## config.mk

```make
export PLATFORM = sky130hd
export DESIGN_NAME = acfg_top
export DESIGN_NICKNAME = d
export VERILOG_FILES = /design/src/core/acfg_top.v /design/src/core/acfg_cfg_reg.v
export VERILOG_INCLUDE_DIRS = /design/src /design/src/core
export SDC_FILE = /design/constraint.sdc
export NUM_CORES = 1
export LEC_CHECK = 0
export BUFFER_PORTS_ARGS = -buffer_cell sky130_fd_sc_hd__buf_2
export CAP_MARGIN = 10
export CORE_UTILIZATION = 55
export DETAILED_ROUTE_END_ITERATION = 7
export PLACE_DENSITY = 0.79
export SLEW_MARGIN = 20
export SYNTH_ARGS = -nofsm -noshare
export SYNTH_HDL_FRONTEND = slang
export SYNTH_SLANG_ARGS = --single-unit
```

## constraint.sdc

```tcl
create_clock -name clock -period 3.02 [get_ports clock]
set_input_delay 0.151 -clock clock [delete_from_list [all_inputs] [get_ports clock]]
set_output_delay 0.151 -clock clock [all_outputs]
set_load 0.02 [all_outputs]
```

## src/core/acfg_defines.vh

```
`ifndef ACFG_DEFINES_VH
`define ACFG_DEFINES_VH

// ----------------------------------------
// register offsets
// ----------------------------------------
`define ACFG_ADDR_W 8
`define ACFG_DATA_W 8
`define ACFG_OFF_DRV_LOW 8'h0A
`define ACFG_OFF_DRV_MID 8'h0B
`define ACFG_OFF_DRV_HIGH 8'h0C
`define ACFG_OFF_PDN_MASK 8'h0D
`define ACFG_OFF_SYNC_REF 8'h0E
`define ACFG_OFF_ANALOG 8'h11

// ----------------------------------------
// reset values
// ----------------------------------------
`define ACFG_RST_DRV_LOW 8'h00
`define ACFG_RST_DRV_MID 8'h00
`define ACFG_RST_DRV_HIGH 8'h00
`define ACFG_RST_PDN_MASK 8'h00
`define ACFG_RST_SYNC_REF 8'h00
`define ACFG_RST_ANALOG 8'h00
`define ACFG_RDATA_UNMAPPED 8'h00

// ----------------------------------------
// power-down mask fields
// ----------------------------------------
`define ACFG_MASK_KEEP_BIAS 5
`define ACFG_MASK_KEEP_CLK 3
`define ACFG_MASK_KEEP_REFAMP 2
`define ACFG_MASK_SLEEP_BG 1

// ----------------------------------------
// sync and reference fields
// ----------------------------------------
`define ACFG_SR_PIN_IS_SYNC 7
`define ACFG_SR_REG_SYNC 6
`define ACFG_SR_REG_SYNC_EN 5
`define ACFG_SR_REF_OWNER 3
`define ACFG_SR_REF_SEL_HI 2
`define ACFG_SR_REF_SEL_LO 1
`define ACFG_SR_SE_CLK 0

// ----------------------------------------
// reference codes
// ----------------------------------------
`define ACFG_REF_INTERNAL 2'h0
`define ACFG_REF_EXT_BUFFERED 2'h1
`define ACFG_REF_EXTERNAL 2'h2
`define ACFG_REF_UNUSED 2'h3

// ----------------------------------------
// analog control fields
// ----------------------------------------
`define ACFG_AN_SE_INPUT 5
`define ACFG_AN_DELAY_LOOP_OFF 2
`define ACFG_AN_AUTO_ZERO 0

`endif

```

## src/core/acfg_top.v

```verilog
`timescale 1ns/10ps
`include "acfg_defines.vh"

// How it works
// - Each of the 24 output-driver disable bits turns its output pin driver off when 1 and leaves it on when 0.
// - While whole-chip sleep is active, every internal block whose mask bit does not exempt it is powered down.
// - Mask bit 5 set keeps the bias currents powered during whole-chip sleep; clear lets them sleep.
// - Mask bit 3 set keeps the sampling clock input buffer running during whole-chip sleep; clear lets it sleep.
// - Mask bit 2 set keeps the reference amplifier awake during whole-chip sleep; clear lets it sleep.
// - Mask bit 1 is inverted: set puts the bandgap to sleep with the chip, clear keeps the bandgap powered.
// - Sync register bit 7 clear makes a high shared pin put the chip to sleep; set makes a rising pin edge a sync command.
// - Sync register bit 5 set makes the register toggle the sync source instead of the pin; clear disables it.
// - Toggling bit 6 with register sync enabled issues one sync command, and the bit is never cleared by hardware.
// - Bit 3 clear gives the reference buffer pin the reference choice; set hands it to bits 2-1 and bit 0.
// - Reference field codes are 00 internal, 01 external buffered, 10 external, 11 unused, under register control.
// - Bit 0 under register control selects the single-ended clock and shuts the differential clock buffer.
// - Analog control bit 5 selects single-ended analog input when set and differential input when clear.
module acfg_top #(
	parameter DRV_COUNT = 24
) (
	input wire clock,
	input wire rst,
	input wire [`ACFG_ADDR_W-1:0] reg_addr,
	input wire [`ACFG_DATA_W-1:0] reg_wdata,
	input wire reg_we,
	input wire reg_re,
	output reg [`ACFG_DATA_W-1:0] reg_rdata,
	output reg reg_rvalid,
	input wire whole_chip_sleep,
	input wire shared_sync_sleep_pin,
	input wire reference_buffer_pin,
	output reg [DRV_COUNT-1:0] output_driver_off,
	output reg chip_asleep,
	output reg channel_off,
	output reg bias_off,
	output reg clock_input_off,
	output reg ref_amplifier_off,
	output reg bandgap_off,
	output reg sync_pulse,
	output reg [1:0] reference_select,
	output reg reference_unused_code,
	output reg single_ended_clock_select,
	output reg diff_clock_buffer_off,
	output reg single_ended_analog_select,
	output reg delay_loop_off,
	output reg auto_zero_on
);

	// ----------------------------------------
	// register table
	// ----------------------------------------
	// six byte-wide registers, all read and write
	localparam NREG = 6;
	localparam DW = `ACFG_DATA_W;
	localparam AW = `ACFG_ADDR_W;

	// index order: drv low, drv mid, drv high, mask, sync/ref, analog
	localparam [NREG*AW-1:0] REG_OFFSETS = {
		`ACFG_OFF_ANALOG,
		`ACFG_OFF_SYNC_REF,
		`ACFG_OFF_PDN_MASK,
		`ACFG_OFF_DRV_HIGH,
		`ACFG_OFF_DRV_MID,
		`ACFG_OFF_DRV_LOW
	};
	localparam [NREG*DW-1:0] REG_RESETS = {
		`ACFG_RST_ANALOG,
		`ACFG_RST_SYNC_REF,
		`ACFG_RST_PDN_MASK,
		`ACFG_RST_DRV_HIGH,
		`ACFG_RST_DRV_MID,
		`ACFG_RST_DRV_LOW
	};

	// position of each register inside the flattened tables
	localparam IDX_DRV_LOW = 0;
	localparam IDX_DRV_MID = 1;
	localparam IDX_DRV_HIGH = 2;
	localparam IDX_MASK = 3;
	localparam IDX_SYNC_REF = 4;
	localparam IDX_ANALOG = 5;

	// ----------------------------------------
	// sync source decode codes
	// ----------------------------------------
	// one-hot: which path may launch a sync command right now
	localparam [2:0] SRC_SLEEP_PIN = 3'h1;
	localparam [2:0] SRC_SYNC_PIN = 3'h2;
	localparam [2:0] SRC_REGISTER = 3'h4;

	// flattened storage and per-register address matches
	wire [NREG*DW-1:0] cfg_flat;
	wire [NREG-1:0] cfg_hit;

	// ----------------------------------------
	// storage cells, one per register
	// ----------------------------------------
	// each cell decodes its own offset, so one write lands in one byte at most
	genvar gi;
	generate
		for (gi = 0; gi < NREG; gi = gi + 1) begin : g_cell
			acfg_cfg_reg #(
				.OFFSET(REG_OFFSETS[gi*AW +: AW]),
				.RESET_VALUE(REG_RESETS[gi*DW +: DW])
			) u_cell (
				.clock(clock),
				.rst(rst),
				.reg_addr(reg_addr),
				.reg_wdata(reg_wdata), // reserved bits stored as written
				.reg_we(reg_we),
				.value(cfg_flat[gi*DW +: DW]),
				.hit(cfg_hit[gi])
			);
		end
	endgenerate

	// named views of the stored bytes
	wire [DW-1:0] drv_low = cfg_flat[IDX_DRV_LOW*DW +: DW];
	wire [DW-1:0] drv_mid = cfg_flat[IDX_DRV_MID*DW +: DW];
	wire [DW-1:0] drv_high = cfg_flat[IDX_DRV_HIGH*DW +: DW];
	wire [DW-1:0] pdn_mask = cfg_flat[IDX_MASK*DW +: DW];
	wire [DW-1:0] sync_ref = cfg_flat[IDX_SYNC_REF*DW +: DW];
	wire [DW-1:0] analog_ctl = cfg_flat[IDX_ANALOG*DW +: DW];

	// ----------------------------------------
	// read-back
	// ----------------------------------------
	// if-chain over the hit lines; an unmapped offset reads as zero
	reg [DW-1:0] next_rdata;

	always @* begin
		if (cfg_hit[IDX_DRV_LOW]) begin
			next_rdata = drv_low;
		end else if (cfg_hit[IDX_DRV_MID]) begin
			next_rdata = drv_mid;
		end else if (cfg_hit[IDX_DRV_HIGH]) begin
			next_rdata = drv_high;
		end else if (cfg_hit[IDX_MASK]) begin
			next_rdata = pdn_mask;
		end else if (cfg_hit[IDX_SYNC_REF]) begin
			next_rdata = sync_ref;
		end else if (cfg_hit[IDX_ANALOG]) begin
			next_rdata = analog_ctl;
		end else begin
			next_rdata = `ACFG_RDATA_UNMAPPED;
		end
	end

	// read data held until the next read strobe
	always @(posedge clock or posedge rst) begin
		if (rst) begin
			reg_rdata <= `ACFG_RDATA_UNMAPPED;
			reg_rvalid <= 1'b0;
		end else begin
			reg_rvalid <= reg_re;
			if (reg_re) begin
				reg_rdata <= next_rdata; // reserved bits returned as stored
			end
		end
	end

	// ----------------------------------------
	// sync source selection
	// ----------------------------------------
	// decoded source, recomputed every cycle from the stored byte
	reg [2:0] sync_src;

	// register sync overrides the pin; otherwise bit 7 picks the pin role
	always @* begin
		if (sync_ref[`ACFG_SR_REG_SYNC_EN]) begin
			sync_src = SRC_REGISTER;
		end else if (sync_ref[`ACFG_SR_PIN_IS_SYNC]) begin
			sync_src = SRC_SYNC_PIN;
		end else begin
			sync_src = SRC_SLEEP_PIN;
		end
	end

	// ----------------------------------------
	// edge history of pin and sync bit
	// ----------------------------------------
	// history is kept in every mode so enabling a source later never
	// replays an old transition as a fresh command
	reg pin_prev;
	reg reg_sync_prev;

	always @(posedge clock or posedge rst) begin
		if (rst) begin
			pin_prev <= 1'b0;
			reg_sync_prev <= 1'b0;
		end else begin
			pin_prev <= shared_sync_sleep_pin;
			reg_sync_prev <= sync_ref[`ACFG_SR_REG_SYNC];
		end
	end

	// rising pin edge; the pin arrives already synchronous to clock
	wire pin_rise = shared_sync_sleep_pin & ~pin_prev;
	// limitation: a toggle written while register sync is off is lost, not held
	// either direction counts: the bit is a toggle, not a pulse
	wire reg_toggle = sync_ref[`ACFG_SR_REG_SYNC] ^ reg_sync_prev;

	// ----------------------------------------
	// sync command
	// ----------------------------------------
	// sleep-pin mode never launches a sync, whatever the pin does
	reg next_sync;

	always @* begin
		case (sync_src)
			SRC_REGISTER: begin
				next_sync = reg_toggle;
			end
			SRC_SYNC_PIN: begin
				next_sync = pin_rise;
			end
			SRC_SLEEP_PIN: begin
				next_sync = 1'b0;
			end
			default: begin
				next_sync = 1'b0;
			end
		endcase
	end

	// ----------------------------------------
	// whole-chip sleep and the mask
	// ----------------------------------------
	// the pin only means sleep while bit 7 is clear; with register
	// sync enabled bit 7 still decides the pin's power role
	wire pin_sleep = shared_sync_sleep_pin & ~sync_ref[`ACFG_SR_PIN_IS_SYNC];
	wire next_asleep = whole_chip_sleep | pin_sleep;

	// each exemption bit guards one block; the channel core has none
	wire next_bias_off = next_asleep & ~pdn_mask[`ACFG_MASK_KEEP_BIAS];
	wire next_clk_in_off = next_asleep & ~pdn_mask[`ACFG_MASK_KEEP_CLK];
	wire next_refamp_off = next_asleep & ~pdn_mask[`ACFG_MASK_KEEP_REFAMP];
	// inverted sense: set means the bandgap goes down too
	wire next_bg_off = next_asleep & pdn_mask[`ACFG_MASK_SLEEP_BG];

	// ----------------------------------------
	// reference and clock selection
	// ----------------------------------------
	// code 11 is passed through and flagged rather than remapped
	reg [1:0] next_ref;
	reg next_se_clk;

	// pin control knows only two choices: internal or buffered external
	always @* begin
		if (sync_ref[`ACFG_SR_REF_OWNER]) begin
			next_ref = sync_ref[`ACFG_SR_REF_SEL_HI:`ACFG_SR_REF_SEL_LO];
			next_se_clk = sync_ref[`ACFG_SR_SE_CLK];
		end else begin
			next_ref = reference_buffer_pin ? `ACFG_REF_EXT_BUFFERED : `ACFG_REF_INTERNAL;
			next_se_clk = 1'b0;
		end
	end

	// ----------------------------------------
	// registered outputs
	// ----------------------------------------
	// every control leaves through a flop so the analog side never
	// sees decode glitches; cost is one cycle after the write
	always @(posedge clock or posedge rst) begin
		if (rst) begin
			output_driver_off <= {DRV_COUNT{1'b0}};
			chip_asleep <= 1'b0;
			channel_off <= 1'b0;
			bias_off <= 1'b0;
			clock_input_off <= 1'b0;
			ref_amplifier_off <= 1'b0;
			bandgap_off <= 1'b0;
			sync_pulse <= 1'b0;
			reference_select <= `ACFG_REF_INTERNAL;
			reference_unused_code <= 1'b0;
			single_ended_clock_select <= 1'b0;
			diff_clock_buffer_off <= 1'b0;
			single_ended_analog_select <= 1'b0;
			delay_loop_off <= 1'b0;
			auto_zero_on <= 1'b0;
		end else begin
			// bit n of the map is pin driver n, 1 means off
			output_driver_off <= {drv_high, drv_mid, drv_low};
			chip_asleep <= next_asleep;
			channel_off <= next_asleep;
			bias_off <= next_bias_off;
			clock_input_off <= next_clk_in_off;
			ref_amplifier_off <= next_refamp_off;
			bandgap_off <= next_bg_off;
			sync_pulse <= next_sync;
			reference_select <= next_ref;
			reference_unused_code <= (next_ref == `ACFG_REF_UNUSED);
			single_ended_clock_select <= next_se_clk;
			diff_clock_buffer_off <= next_se_clk;
			single_ended_analog_select <= analog_ctl[`ACFG_AN_SE_INPUT];
			delay_loop_off <= analog_ctl[`ACFG_AN_DELAY_LOOP_OFF];
			auto_zero_on <= analog_ctl[`ACFG_AN_AUTO_ZERO];
		end
	end

endmodule

```

## src/core/acfg_cfg_reg.v

```verilog
`timescale 1ns/10ps
`include "acfg_defines.vh"

// one byte of configuration storage at a fixed offset
module acfg_cfg_reg #(
	parameter [`ACFG_ADDR_W-1:0] OFFSET = 8'h00,
	parameter [`ACFG_DATA_W-1:0] RESET_VALUE = 8'h00
) (
	input wire clock,
	input wire rst,
	input wire [`ACFG_ADDR_W-1:0] reg_addr,
	input wire [`ACFG_DATA_W-1:0] reg_wdata,
	input wire reg_we,
	output reg [`ACFG_DATA_W-1:0] value,
	output wire hit
);

	// ----------------------------------------
	// decode and storage
	// ----------------------------------------
	// every bit is kept as written, reserved ones too
	assign hit = (reg_addr == OFFSET);

	always @(posedge clock or posedge rst) begin
		if (rst) begin
			value <= RESET_VALUE;
		end else if (reg_we && hit) begin
			value <= reg_wdata;
		end
	end

endmodule

```

Yosys cells after proc, flatten, opt, wreduce, memory -nomap -nowiden:

Cells that the tools add are included.

* add/sub/neg operators: 0
* multiply operators: 0
* div/mod/pow operators: 0
* magnitude comparators: 0
* equal/unequal tests: 9
* shifts and indexed selects: 0
* muxes and demuxes: 12
* bitwise logic cells: 13
* reduce and logical (&&, ||, !) cells: 6

Operators with widths (number)
* 2-to-1 mux 8 bit: 6
* equality test 8 x 4 -> 1 bit, second input constant: 5
* equality test 8 x 5 -> 1 bit, second input constant: 1
* AND 1 bit: 6
* logical AND 1 bit: 6
* inverter 1 bit: 5
* 2-to-1 mux 2 bit: 2
* equality test 3 x 2 -> 1 bit, second input constant: 1
* equality test 3 bit, second input constant: 1
* 2-to-1 mux 3 bit: 1
* equality test 2 bit, second input constant: 1
* 2-to-1 mux 1 bit: 2
* one-hot mux 1 bit (2 select lines): 1
* OR 1 bit: 1
* XOR 1 bit: 1

* bits in registers: 96
* latch bits: 0
* RAM bits: 0
* bits in read-only memories: 0
* output and inout bits: 48
* word-level logic and storage cells: 63
* memories kept: 0

Longest topological paths before layout:

* word-level depth: 7
* mapped depth: 6
* mapped depth without buffers: 5

By module:

A second synthesis with hierarchy kept.

* cell total of the unflattened synthesis: 293
* area, all modules: 4060.1 um2

By module, submodules not included
* acfg_top: instances 1, cells an instance 152, area an instance 1844.3 um2, seq. area each 1201.2 um2
* acfg_cfg_reg (g_cell[3].u_cell ...): instances 2, cells an instance 24, area an instance 371.6 um2, seq. area each 200.2 um2
* acfg_cfg_reg (g_cell[1].u_cell): instances 1, cells an instance 24, area an instance 375.4 um2, seq. area each 200.2 um2
* acfg_cfg_reg (g_cell[5].u_cell): instances 1, cells an instance 23, area an instance 371.6 um2, seq. area each 200.2 um2
* acfg_cfg_reg (g_cell[2].u_cell): instances 1, cells an instance 24, area an instance 369.1 um2, seq. area each 200.2 um2
* acfg_cfg_reg (g_cell[0].u_cell): instances 1, cells an instance 22, area an instance 356.6 um2, seq. area each 200.2 um2

Worst setup path after synthesis:

OpenSTA, ideal clock, no wires.

* kind: in2reg
* from: in reg_addr[7]
* to: reg g_cell[1].u_cell.value[0]
* setup time: 125 ps
* data arrival time: 1479 ps
* required time: 2895 ps
* slack: 1416 ps
* cell stages on the path: 5
* path buffers: 1
* cells stage by stage: or3_4 -> nor2_1 -> and3_1 -> buf_4 -> mux2_2

* longest elaborated chain between the ends: 2

RTL lines
* start, declared: line acfg_top.v:23 `` input wire [`ACFG_ADDR_W-1:0] reg_addr, ``
* equality test 8 x 4 -> 1 bit: line acfg_cfg_reg.v:22 `assign hit = (reg_addr == OFFSET);`
* logical AND 1 bit: line acfg_cfg_reg.v:27 `end else if (reg_we && hit) begin`
* end signal, assigned: line acfg_cfg_reg.v:28 `value <= reg_wdata;`
* end, declared: line acfg_cfg_reg.v:14 `` output reg [`ACFG_DATA_W-1:0] value, ``

Every way passes these cells.
A chain may end at the register's enable or synchronous reset.

Worst setup path in the final report:

* from: in reg_addr[1]
* to: reg g_cell[0].u_cell.value[7]

* longest elaborated chain between the ends: 2

RTL lines (line)
* equality test 8 x 4 -> 1 bit: acfg_cfg_reg.v:22
* logical AND 1 bit: acfg_cfg_reg.v:27
* end signal, assigned: acfg_cfg_reg.v:28
* end, declared: acfg_cfg_reg.v:14

Every way passes these cells.

==> results_dict.tcl <==
set metrics [dict create \
    crit_type "primary input to flip-flop" \
    synth_top_family_by_area "multiplexers" \
    p_leak_uw 0.00232 \
    ys_seq_elements 96 \
    ant_nets 0 \
    synth-seq-area-share_pct 63.2 \
    ys_async_sr_fraction_pct 100 \
    synth_cell_type_count 42 \
    clk_pin_slew_ns 0.08 \
    yosysTopAreaCellShare_pct 63.2 \
    drv_slew 0 \
    clock_path_buffers 2 \
    power_density_mw_per_mm2 520 \
    gp_congestion 0.827 \
    drc_errors 0 \
    grt_pass1_wl_um 12900 \
    crit_path_start "reg_addr[1]" \
    cts_resized 0 \
    cts.sinks 96 \
    layout.cells.non_filler 432 \
    synth_xor_area_share_pct 0.461 \
    synth_simple_gate_area_share_pct 9.85 \
    syn2layout_area_growth_pct 15.7 \
    grt-ovfl-total 0 \
    syn_area_per_cell_um2 13.8 \
    synth_compound_area_share_pct 7.81 \
    peakVddDrop_mv 0.331 \
    cts_tree "built" \
    place.port_buffers 70 \
    synthCells 276 \
    diodes 0 \
    period_minus_slack_ns 1.67 \
    rows 29 \
    cts-root-buf "clkbuf_8" \
    postCtsHoldBufs 2 \
    tightest_slew_ns 0.642 \
    cts_setup_buffers 0 \
    cp_max_fo 20 \
    yosysMostFrequentCell "dfrtp_1" \
    synth_mux_area_share_pct 16.6 \
    dp.cells 414 \
    finalHoldViolations 0 \
    drt_iter0_markers 155 \
    post_drt_wl_per_cell_um 18.1 \
    drive_gt1_share_pct 40.0 \
    syn-cell-area_mm2 0.00380 \
    grt_antenna_before_repair 0 \
    first_global_vias 2428 \
    core_mm2 0.00649 \
    htreeDepth 3 \
    initial_core_util_pct 58.5 \
    fin_crit_sh_pct 55.5 \
    critPathMaxStageDelay_ns 0.48 \
    synth_top_area_cell "dfrtp_1" \
    ys_top_cells_by_count "dfrtp_1 (96), mux2_2 (48), a21oi_1 (16)" \
    drv_cap 0 \
    grt_usage_pct 23.9 \
    min_from "reg_re" \
    clock_latency_ns 0.37 \
    viasPerCell 5.76 \
    syn_nets 299 \
    fp.dieH_um 85.1 \
    wl_um 7840 \
    synthFlopType "dfrtp_1" \
    run_status "finished, final reports clean" \
    arrival_ns 1.93 \
    die_w_um 85.1 \
    synthAdderAreaFrac_pct 0 \
    yosysWarningCount 0 \
    setup_tns_ns 0 \
    r2r_slack_ns 1.70 \
    dp_hpwl_um 5490 \
    ios 71 \
    fmax_mhz 597 \
    required_ns 3.27 \
    start_kind "primary input" \
    cp_slowest_cell "or3b_1" \
    setup_viol 0 \
    synthTopCellsByArea "dfrtp_1 (63%), mux2_2 (14%), mux2i_1 (2.4%)" \
    dr_total_vias 2489 \
    skew_ns 0.00559 \
    timing.rr.start "g_cell[4].u_cell.value[1]$_DFFE_PP0P_" \
    numCtsBuffers 9 \
    dieArea_mm2 0.00724 \
    worstPathCellList "buf_2, or3b_1, nor3_2, nand2_1, mux2_2" \
    grt_max_degree 66 \
    setup.worst_path.end_class "flip-flop" \
    grt_setup_unrepaired "no" \
    hold_path_class "primary input to flip-flop" \
    synth_edf_count 0 \
    dr.pass1.iters 4 \
    slew_headroom_pct 56.9 \
    final_nets 374 \
]
==> through the flow <==
| stage | hold slack [ns] | power [uW] | utilization, % | setup slack, ns | area (um2) |
|---|---|---|---|---|---|
| finish | 0.0325 | 2280 | 67.7 | 1.35 | 4400 |
| global route | 0.0222 | 2370 | 67.7 | 1.30 | 4400 |
| CTS | 0.00480 | 2300 | 67.5 | 1.37 | 4390 |
| detailed placement | 0.216 | 1610 | 64.8 | 0.979 | 4210 |
| global placement | 0.209 | 1600 | 64.8 | 1.02 | 4210 |
| floorplan | 0.182 | 1520 | - | 0.364 | 3800 |
==> final timing paths <==
path | endpoint | depth (start not counted)
setup / recovery | g_cell[0].u_cell.value[7]$_DFFE_PP0P_ | 5
min in group asynchronous | output_driver_off[22]$_DFF_PP0_ | 3
hold / removal | reg_rvalid$_DFF_PP0_ | 1
hold reg to reg | output_driver_off[1]$_DFF_PP0_ | 0
max in group asynchronous | g_cell[5].u_cell.value[0]$_DFFE_PP0P_ | 4
setup reg to reg | reg_rdata[1]$_DFFE_PP0P_ | 4
==> layout by cell type, fill, tap and decap left out, types with 3 or more instances in the layout <==
cell	instances
a21oi_1	16
a22o_1	5
clkbuf_8	9
clkinv_2	4
o311ai_0	3
inv_1	5
buf_2	70
nand2_1	12
o2bb2ai_1	3
and3_1	4
nor2_1	9
o21ai_0	8
nand2b_1	3
and2_1	3
mux2i_1	9
o22ai_1	3
nor2b_1	6
nand3b_1	4
dlygate4sd3_1	3
mux2_2	48
dfrtp_1	96
==> cells by family after synthesis <==
| kind of cell | count (synthesis) |
|---|---|
| AND/OR/NAND/NOR | 60 |
| XOR/XNOR | 2 |
| buffers and inverters | 16 |
| multiplexers | 57 |
| AO/OA/AOI/OAI | 45 |
| flip-flops | 96 |
==> per-layer routing <==
metal / routed length, um / track usage, % / vias up
met4: 174 / 11.7 / 0
li1: - / - / 1143
met5: 0 / 0 / -
met2: 3650 / 36.4 / 76
met1: 3670 / 32.8 / 1255
met3: 344 / 5.45 / 15
==> cell type report <==
cell class              count  area, um2
clock buffers              11        131
clock inverters             4       22.5
fillers                   499       2100
inverters                   6       23.8
multi-input cells         164       1320
flip-flops and latches     96       2400
well taps                  77       96.3
repair buffers             74        400
==> worst max-delay path, delay by kind of cell <==
family        cells  cell delay [ns]
simple gates      3             1.04
mux               1             0.37
buf+inv           1             0.36
==> flip-flops by register name, summed over array words and instances, names as in the netlist, 2 cells and up <==
signal               cells
g_cell.u_cell.value     48
reg_rdata                8
reference_select         2
output_driver_off       24
==> where the power goes <==
part           internal, uW  total, uW  leakage (uW)  switching (uW)
logic                  77.6        209      0.000945             131
clock network           291        703     0.0000789             412
registers              1340       1370       0.00130            32.7
total                  1710       2280       0.00232             576
Power figures use the tool's default switching activity.
